==> src/verilog/dsp_accumulator_pkg.sv <==
// constants and operation codes for the dsp accumulator unit
// Operation
// - one 64-bit accumulator register is the working store for dsp instructions
// - multiply and multiply-accumulate instructions update the accumulator with their result
// - write-high loads a 32-bit value into bits 63..32, rest kept
// - write-low loads a 32-bit value into bits 31..0, upper bits kept
// - read-high returns bits 63..32, accumulator unchanged
// - read-middle returns bits 47..16, accumulator unchanged
`default_nettype none
package dsp_accumulator_pkg;
  // ****************************************
  // widths and positions
  // ****************************************
  localparam int unsigned ACC_W     = 64;
  localparam int unsigned WORD_W    = 32;
  localparam int unsigned HIGH_LSB  = 32;
  localparam int unsigned MID_LSB   = 16;
  localparam logic [63:0] ACC_RESET = 64'h0;
  localparam int unsigned OP_W      = 4;

  // ****************************************
  // operation codes
  // ****************************************
  localparam logic [3:0] OP_NONE                         = 4'h0;
  localparam logic [3:0] OP_SIGNED_WIDE_MULTIPLY         = 4'h1;
  localparam logic [3:0] OP_UNSIGNED_WIDE_MULTIPLY       = 4'h2;
  localparam logic [3:0] OP_FIXED_POINT_MULTIPLY         = 4'h3;
  localparam logic [3:0] OP_PLAIN_MULTIPLY               = 4'h4;
  localparam logic [3:0] OP_REPEATED_MULTIPLY_ACCUMULATE = 4'h5;
  localparam logic [3:0] OP_WRITE_ACC_HIGH               = 4'h6;
  localparam logic [3:0] OP_WRITE_ACC_LOW                = 4'h7;
  localparam logic [3:0] OP_READ_ACC_HIGH                = 4'h8;
  localparam logic [3:0] OP_READ_ACC_MIDDLE              = 4'h9;
endpackage
`default_nettype wire

==> src/verilog/dsp_accumulator_unit.sv <==
// dsp accumulator register with slice moves and multiply update path
`timescale 1ns/1ps
`default_nettype none
module dsp_accumulator_unit #(
  // accumulator and general-register widths
  parameter int unsigned ACC_W    = dsp_accumulator_pkg::ACC_W,
  parameter int unsigned WORD_W   = dsp_accumulator_pkg::WORD_W,
  // slice positions for the read moves
  parameter int unsigned HIGH_LSB = dsp_accumulator_pkg::HIGH_LSB,
  parameter int unsigned MID_LSB  = dsp_accumulator_pkg::MID_LSB
) (
  // clock and reset
  input  wire logic              sys_clk,
  input  wire logic              nrst,
  // instruction issue
  input  wire logic              op_valid,
  input  wire logic [3:0]        op_code,
  input  wire logic [WORD_W-1:0] gpr_wdata,
  input  wire logic [ACC_W-1:0]  mult_result,
  // results
  output logic                   rd_valid,
  output logic [WORD_W-1:0]      rd_data,
  output logic [ACC_W-1:0]       acc_value
);
  // ****************************************
  // parameter checks
  // ****************************************
  // the lane split below assumes exactly two word lanes
  if (ACC_W != 2 * WORD_W) begin : g_bad_acc_w
    $error("accumulator must be exactly two words wide");
  end

  // write-high and read-high share the upper lane boundary
  if (HIGH_LSB != WORD_W) begin : g_bad_high_lsb
    $error("high slice must start at the upper lane");
  end

  // middle slice must lie wholly inside the accumulator
  if (MID_LSB + WORD_W > ACC_W) begin : g_bad_mid_lsb
    $error("middle slice runs past the accumulator");
  end

  // reset constant is held at the documented width
  if (ACC_W != $bits(dsp_accumulator_pkg::ACC_RESET)) begin : g_bad_reset_w
    $error("reset value width differs from accumulator width");
  end

  // ****************************************
  // local constants
  // ****************************************
  localparam int unsigned LANES     = 2;
  localparam int unsigned HIGH_LANE = 1;
  localparam int unsigned LOW_LANE  = 0;

  // ****************************************
  // operation decode
  // ****************************************
  // all five multiply kinds share one load path
  function automatic logic is_mult(input logic [3:0] c);
    is_mult = (c == dsp_accumulator_pkg::OP_SIGNED_WIDE_MULTIPLY) ||
              (c == dsp_accumulator_pkg::OP_UNSIGNED_WIDE_MULTIPLY) ||
              (c == dsp_accumulator_pkg::OP_FIXED_POINT_MULTIPLY) ||
              (c == dsp_accumulator_pkg::OP_PLAIN_MULTIPLY) ||
              (c == dsp_accumulator_pkg::OP_REPEATED_MULTIPLY_ACCUMULATE);
  endfunction

  function automatic logic is_write_high(input logic [3:0] c);
    is_write_high = (c == dsp_accumulator_pkg::OP_WRITE_ACC_HIGH);
  endfunction

  function automatic logic is_write_low(input logic [3:0] c);
    is_write_low = (c == dsp_accumulator_pkg::OP_WRITE_ACC_LOW);
  endfunction

  function automatic logic is_read_high(input logic [3:0] c);
    is_read_high = (c == dsp_accumulator_pkg::OP_READ_ACC_HIGH);
  endfunction

  function automatic logic is_read_mid(input logic [3:0] c);
    is_read_mid = (c == dsp_accumulator_pkg::OP_READ_ACC_MIDDLE);
  endfunction

  // either read move
  function automatic logic is_read(input logic [3:0] c);
    is_read = is_read_high(c) || is_read_mid(c);
  endfunction

  // picks the word a read move returns
  function automatic logic [WORD_W-1:0] read_slice(
    input logic [ACC_W-1:0] acc,
    input logic             take_mid
  );
    if (take_mid) begin
      read_slice = acc[MID_LSB +: WORD_W];
    end else begin
      read_slice = acc[HIGH_LSB +: WORD_W];
    end
  endfunction

  // ****************************************
  // issue qualifiers
  // ****************************************
  // codes 0 and 10 to 15 match none of these and are dropped silently
  logic take_mult;
  logic take_write_high;
  logic take_write_low;
  logic take_read;
  logic take_read_mid;

  assign take_mult       = op_valid && is_mult(op_code);
  assign take_write_high = op_valid && is_write_high(op_code);
  assign take_write_low  = op_valid && is_write_low(op_code);
  assign take_read       = op_valid && is_read(op_code);
  assign take_read_mid   = op_valid && is_read_mid(op_code);

  // ****************************************
  // accumulator lanes
  // ****************************************
  // one 64-bit working store, kept as two word lanes
  wire logic [ACC_W-1:0] dsp_accumulator;

  for (genvar lane = 0; lane < LANES; lane++) begin : g_lane
    logic              lane_write;
    logic [WORD_W-1:0] lane_d;
    logic [WORD_W-1:0] lane_q;

    if (lane == HIGH_LANE) begin : g_high
      assign lane_write = take_write_high;
    end else begin : g_low
      assign lane_write = take_write_low;
    end

    // multiply result arrives whole; the sum for accumulate is made upstream
    always_comb begin
      lane_d = lane_q;
      if (take_mult) begin
        lane_d = mult_result[lane*WORD_W +: WORD_W];
      end else if (lane_write) begin
        lane_d = gpr_wdata;
      end
    end

    always_ff @(posedge sys_clk or negedge nrst) begin
      if (!nrst) begin
        lane_q <= dsp_accumulator_pkg::ACC_RESET[lane*WORD_W +: WORD_W];
      end else begin
        lane_q <= lane_d;
      end
    end

    assign dsp_accumulator[lane*WORD_W +: WORD_W] = lane_q;
  end

  // ****************************************
  // read valid
  // ****************************************
  // one-cycle pulse, one edge after the read is taken
  logic rd_valid_q;

  always_ff @(posedge sys_clk or negedge nrst) begin
    if (!nrst) begin
      rd_valid_q <= 1'b0;
    end else begin
      rd_valid_q <= take_read;
    end
  end

  // ****************************************
  // read data
  // ****************************************
  // sampled from the old value, so a read beside a write returns pre-write data;
  // held until the next read so a slow consumer can still pick it up
  logic [WORD_W-1:0] rd_data_q;

  always_ff @(posedge sys_clk or negedge nrst) begin
    if (!nrst) begin
      rd_data_q <= '0;
    end else if (take_read) begin
      rd_data_q <= read_slice(dsp_accumulator, take_read_mid);
    end
  end

  // ****************************************
  // outputs
  // ****************************************
  // reads never touch the lanes, so the accumulator is left as it was
  assign rd_valid  = rd_valid_q;
  assign rd_data   = rd_data_q;
  assign acc_value = dsp_accumulator;

  // ****************************************
  // notes for users
  // ****************************************
  // no back-pressure: a new operation may be issued on every edge;
  // a multiply and a write in one cycle cannot happen, one code per cycle;
  // limitation: there is no saturation or rounding here, the multiplier
  // side must hand over the final 64-bit value it wants stored;
  // trade-off: the lanes are split so a half write touches only one lane's
  // enable, at the cost of a little more decode
endmodule // dsp_accumulator_unit
`default_nettype wire

==> config.mk <==
export PLATFORM = sky130hd
export DESIGN_NAME = dsp_accumulator_unit
export DESIGN_NICKNAME = d
export VERILOG_FILES = /design/src/verilog/dsp_accumulator_pkg.sv /design/src/verilog/dsp_accumulator_unit.sv
export SDC_FILE = /design/constraint.sdc
export NUM_CORES = 1
export LEC_CHECK = 0
export BUFFER_PORTS_ARGS = -buffer_cell sky130_fd_sc_hd__buf_2
export CAP_MARGIN = 20
export CORE_UTILIZATION = 30
export CTS_CLUSTER_SIZE = 16
export DETAILED_ROUTE_END_ITERATION = 7
export MAX_ROUTING_LAYER = met4
export SLEW_MARGIN = 20
export SYNTH_ARGS = -nofsm -noshare
export SYNTH_HDL_FRONTEND = slang
export SYNTH_SLANG_ARGS = --single-unit
==> constraint.sdc <==
create_clock -name sys_clk -period 1.2 [get_ports sys_clk]
set_input_delay 0.06 -clock sys_clk [delete_from_list [all_inputs] [get_ports sys_clk]]
set_output_delay 0.06 -clock sys_clk [all_outputs]
set_load 0.05 [all_outputs]
# Word level (Yosys, flattened, before mapping)
# Cells that the tools add are included.
[word_totals]
reg_bits = 97
out_inout_bits = 97
[classes]
eq_ne = 9
mux = 5
reduce_logical = 12
[ops]
columns = ["operator", "count"]
rows = [
  ["32-bit two-way mux", 5],
  ["4-bit by 3-bit equality test with 1-bit output, second input constant", 4],
  ["4-bit by 2-bit equality test with 1-bit output, second input constant", 2],
  ["4-bit equality test, second input constant", 2],
  ["1-bit logical AND", 5],
  ["1-bit logical OR", 5],
  ["4-bit by 1-bit equality test with 1-bit output, second input constant", 1],
  ["2-bit nonzero test", 2],
]

# Longest topological paths before layout
[logic_depth]
ltp_word = 7
ltp_mapped = 6
ltp_nobuf = 3

# Least setup slack after synthesis
# No wires, ideal clock.
[synth_timing]
path_kind = "input to register"
startpoint = "input op_code[2]"
endpoint = "register g_lane[0].lane_q[25]"
setup_time_ps = 131
arrival_time_ps = 1144
required_time_ps = 1069
setup_slack_ps = -75
path_stages = 6
path_buffers = 3
path_cell_list = "buf_2 -> or3_1 -> buf_4 -> buf_4 -> a221oi_2 -> a2bb2oi_1"
[synth_via]
elab_chain_cells = 7
elab_cells_between_ends = 14
classes_between = "6 x eq/ne; 1 x mux; 7 x reduce/logical"
[synth_lines]
columns = ["item", "line", "source"]
rows = [
  ["from (decl)", "dsp_accumulator_unit.sv:17", "input wire logic [3:0] op_code,"],
  ["4-bit by 1-bit equality test with 1-bit output / 4-bit by 2-bit equality test with 1-bit output (equally long branches)", "dsp_accumulator_unit.sv:60, dsp_accumulator_unit.sv:61", ""],
  ["1-bit logical OR", "dsp_accumulator_unit.sv:60", "is_mult = (c == dsp_accumulator_pkg::OP_SIGNED_WIDE_MULTIPLY) ||"],
  ["1-bit logical OR", "dsp_accumulator_unit.sv:61", "(c == dsp_accumulator_pkg::OP_UNSIGNED_WIDE_MULTIPLY) ||"],
  ["1-bit logical OR", "dsp_accumulator_unit.sv:62", "(c == dsp_accumulator_pkg::OP_FIXED_POINT_MULTIPLY) ||"],
  ["1-bit logical OR", "dsp_accumulator_unit.sv:63", "(c == dsp_accumulator_pkg::OP_PLAIN_MULTIPLY) ||"],
  ["1-bit logical AND", "dsp_accumulator_unit.sv:110", "assign take_mult = op_valid && is_mult(op_code);"],
  ["32-bit two-way mux / 2-bit nonzero test (equally long branches)", "-", ""],
  ["to (signal assigned)", "dsp_accumulator_unit.sv:145", "lane_q <= dsp_accumulator_pkg::ACC_RESET[lane*WORD_W +: WORD_W];"],
  ["to (signal assigned)", "dsp_accumulator_unit.sv:147", "lane_q <= lane_d;"],
  ["to (decl)", "dsp_accumulator_unit.sv:125", "logic [WORD_W-1:0] lane_q;"],
]
# Parallel ways exist; a longest one is shown, timed or not.
# A chain may end at the register's enable or synchronous reset.

# Final worst setup path
[layout_timing]
startpoint = "register g_lane[1].lane_q[8]"
endpoint = "output acc_value[40]"
[layout_lines]
columns = ["item", "line", "source"]
rows = [
  ["from (decl)", "dsp_accumulator_unit.sv:125", ""],
  ["from (signal assigned)", "dsp_accumulator_unit.sv:145", ""],
  ["from (signal assigned)", "dsp_accumulator_unit.sv:147", ""],
  ["to (decl)", "dsp_accumulator_unit.sv:23", "output logic [ACC_W-1:0] acc_value"],
]
# No word-level cell between the ends.

==> impl_metrics.yaml <==
status:
  status: "finished, final reports clean"
floorplan:
  io_pins: 200
  die_w_um: 137
  die_area_um2: 18900
  core_area_um2: 18000
  fp-row-count: 49
  die_y_um: 137
  start_util: 0.307
worst_setup_path:
  crit_chain: "buf_2"
  cp.arrival_ns: 1.12
  slowest_stage: "dfrtp_1"
  cp_top_family: "flip-flops"
  worstSetupPathType: "flip-flop to output pin"
  critPathBufInv: 1
  cp-start-kind: "flip-flop"
  worstPathMaxFanout: 4
  ff2ff_path_depth: 2
  cp.depth: 1
  critPathMaxStageDelay_ns: 0.46
  cp-end-kind: "output pin"
  required_ns: 1.14
placed_design:
  numPortBuffers: 199
  hpwl_um: 15400
  post-place-cells: 955
  place_congestion: 0.845
final_layout:
  final_cell_mix: "187 x buf_2, 96 x dfrtp_1, 56 x a31oi_1"
  final_net_count: 850
  layout_commonest_cell: "buf_2"
  nFillCells: 1787
  finalNonFillerCells: 982
  multiInputGateArea_um2: 2780
  drive_above_1_share: 0.413
  syn_to_final_growth_pct: 38.0
  seqCellArea_um2: 2430
route:
  drt_iter0_drc: 340
  viasPerCell: 5.50
  firstDrtPassIters: 7
  postRouteWirelength_um: 20800
  drcViolationCount: 0
  ant_nets: 0
  vias: 5400
  wl_per_cell_um: 21.2
synthesis:
  yosysWarnings: 0
  syn_avg_cell_area_um2: 10.3
  ys_seq_elements: 97
  netlist_area_um2: 5510
  synth_fp_nets: 637
  synth_edf_count: 0
  synthDistinctLibCells: 32
  seq_area_frac_synth: 0.441
  async_reset_ff_frac: 1.00
  synthFlopType: "dfrtp_1"
  netlist_instances: 534
global_routing:
  track_usage: 0.226
  grt_max_degree: 66
  overflow: 0
  antenna_found_initial: 3
  grt_first_pass_wirelength_um: 30400
  grt_pass1_vias: 5241
pwr:
  clock_power_share: 0.212
  p_sw_uw: 5690
  p_int_uw: 6940
  p_sw_frac: 0.451
  leakage_uw: 0.00327
  power_frac_comb: 0.426
  vdd_drop_max_mv: 1.02
  powerDensity_nw_per_um2: 1660
  power_frac_seq: 0.362
sta:
  slew_headroom: 0.729
  rsz0062_at_grt: "false"
  min_period_over_period: 0.982
  skew_ns: 0.00632
  setup_violations: 0
  fmax_mhz: 848
  tns_ns: 0
  hold_viol_final: 0
  tightest_slew_ns: 0.407
  slew_viol_final: 0
  period_minus_slack_ns: 1.18
min_path:
  holdCritPathClass: "primary input to flip-flop"
  min_path_cells: 3
clock_tree:
  clk_path_buf_depth: 2
  cts_buffers: 9
  clk_pin_slew_ns: 0.07
  cts_root_buf: "clkbuf_16"
  cts_tree: "yes"
  worst_skew_pair.late_latency_ns: 0.35
  cts.sinks: 97
  htree_levels: 3
flow_run:
  maxCapViolCount: 0
## synthesized netlist by cell type, types with 4 or more instances
cell | number | area (um^2)
nand4_1 | 4 | 25.0
nor2_1 | 33 | 124
buf_2 | 27 | 135
a31oi_1 | 56 | 350
nand2b_1 | 33 | 206
a2bb2oi_1 | 29 | 254
buf_1 | 6 | 22.5
a221oi_2 | 25 | 375
mux2i_1 | 32 | 320
a21boi_0 | 29 | 218
dfrtp_1 | 97 | 2430
o31ai_1 | 32 | 240
clkbuf_1 | 29 | 109
o21bai_1 | 8 | 60.1
a21oi_1 | 32 | 160
a41oi_1 | 8 | 70.1
inv_1 | 6 | 22.5
a221oi_1 | 4 | 35.0
o211ai_1 | 24 | 180
## registers in the layout, summed over array words and instances (netlist names)
name,cells
rd_data,32
g_lane.lane_q,64
rd_valid,1
## worst paths after layout
| kind | start | endpoint | slack [ns] |
|---|---|---|---|
| min in group asynchronous | nrst | g_lane[0].lane_q[17] | 0.26 |
| max in group asynchronous | nrst | rd_data[29] | 0.60 |
| worst min register to register | rd_data[26] | rd_data[26] | 0.52 |
| worst max register to register | g_lane[1].lane_q[1] | rd_data[17] | 0.28 |
| worst min-delay path | gpr_wdata[6] | g_lane[0].lane_q[6] | 0.01 |
| worst max-delay path | g_lane[1].lane_q[8] | acc_value[40] | 0.02 |
## cells by family (layout without fill, tap and decap cells)
family                 count (synthesis)  after routing  synth area share
flip-flops                            97             97             0.441
buffers and inverters                 75            291            0.0634
multiplexers                          32             32            0.0582
XOR/XNOR                               1              1           0.00295
AND/OR/NAND/NOR                       77             77            0.0741
AO/OA/AOI/OAI                        252            252             0.361
other                                  0              3                 0
## power by group through the flow
stage               clock network [uW]  logic (uW)  registers (uW)
floorplan                            0        1370            6800
global placement                     0        5290            4630
detailed placement                   0        5330            4630
CTS                               2720        5400            4570
global route                      2840        5700            4650
finish                            2670        5380            4570
## tightest hold or removal path, cell delays in order
cell	delay, ns
buf_2	0.11
inv_1	0.04
o221ai_1	0.09
## stage by stage
step | instance area (um^2) | total power [uW] | utilization | worst slack, ns | hold WS, ns
floorplan | 5530 | 8180 | - | -0.00171 | -0.236
global placement | 7200 | 9920 | 0.401 | -0.238 | 0.114
detailed placement | 7200 | 9960 | 0.401 | -0.256 | 0.109
CTS | 7590 | 12700 | 0.422 | 0.00446 | 0.00607
global route | 7600 | 13200 | 0.423 | 0.000220 | 0.0154
finish | 7600 | 12600 | 0.423 | 0.0212 | 0.0125
## cell type report
type | instances | share of cell area
Multi-Input combinational cell | 362 | 0.366
Sequential cell | 97 | 0.319
Timing Repair Buffer | 270 | 0.238
Tap cell | 229 | 0.0377
Clock buffer | 11 | 0.0319
Inverter | 7 | 0.00346
Clock inverter | 3 | 0.00247
Antenna cell | 3 | 0.000987
## layer usage
layer	vias to the layer above	track usage	share of wire
li1	2525	-	-
met1	2630	0.303	0.45
met2	220	0.342	0.46
met3	25	0.0394	0.067
met4	0	0.0769	0.018
met5	-	-	0
## repair_timing
| action | CTS | global route |
|---|---|---|
| hold endpoints to repair | 106 | 0 |
| setup endpoints to repair | 8 | 3 |
| resized for setup | 8 | 4 |
| hold buffers | 10 | 0 |
| setup buffers | 0 | 0 |
Power figures use the tool's default switching activity.
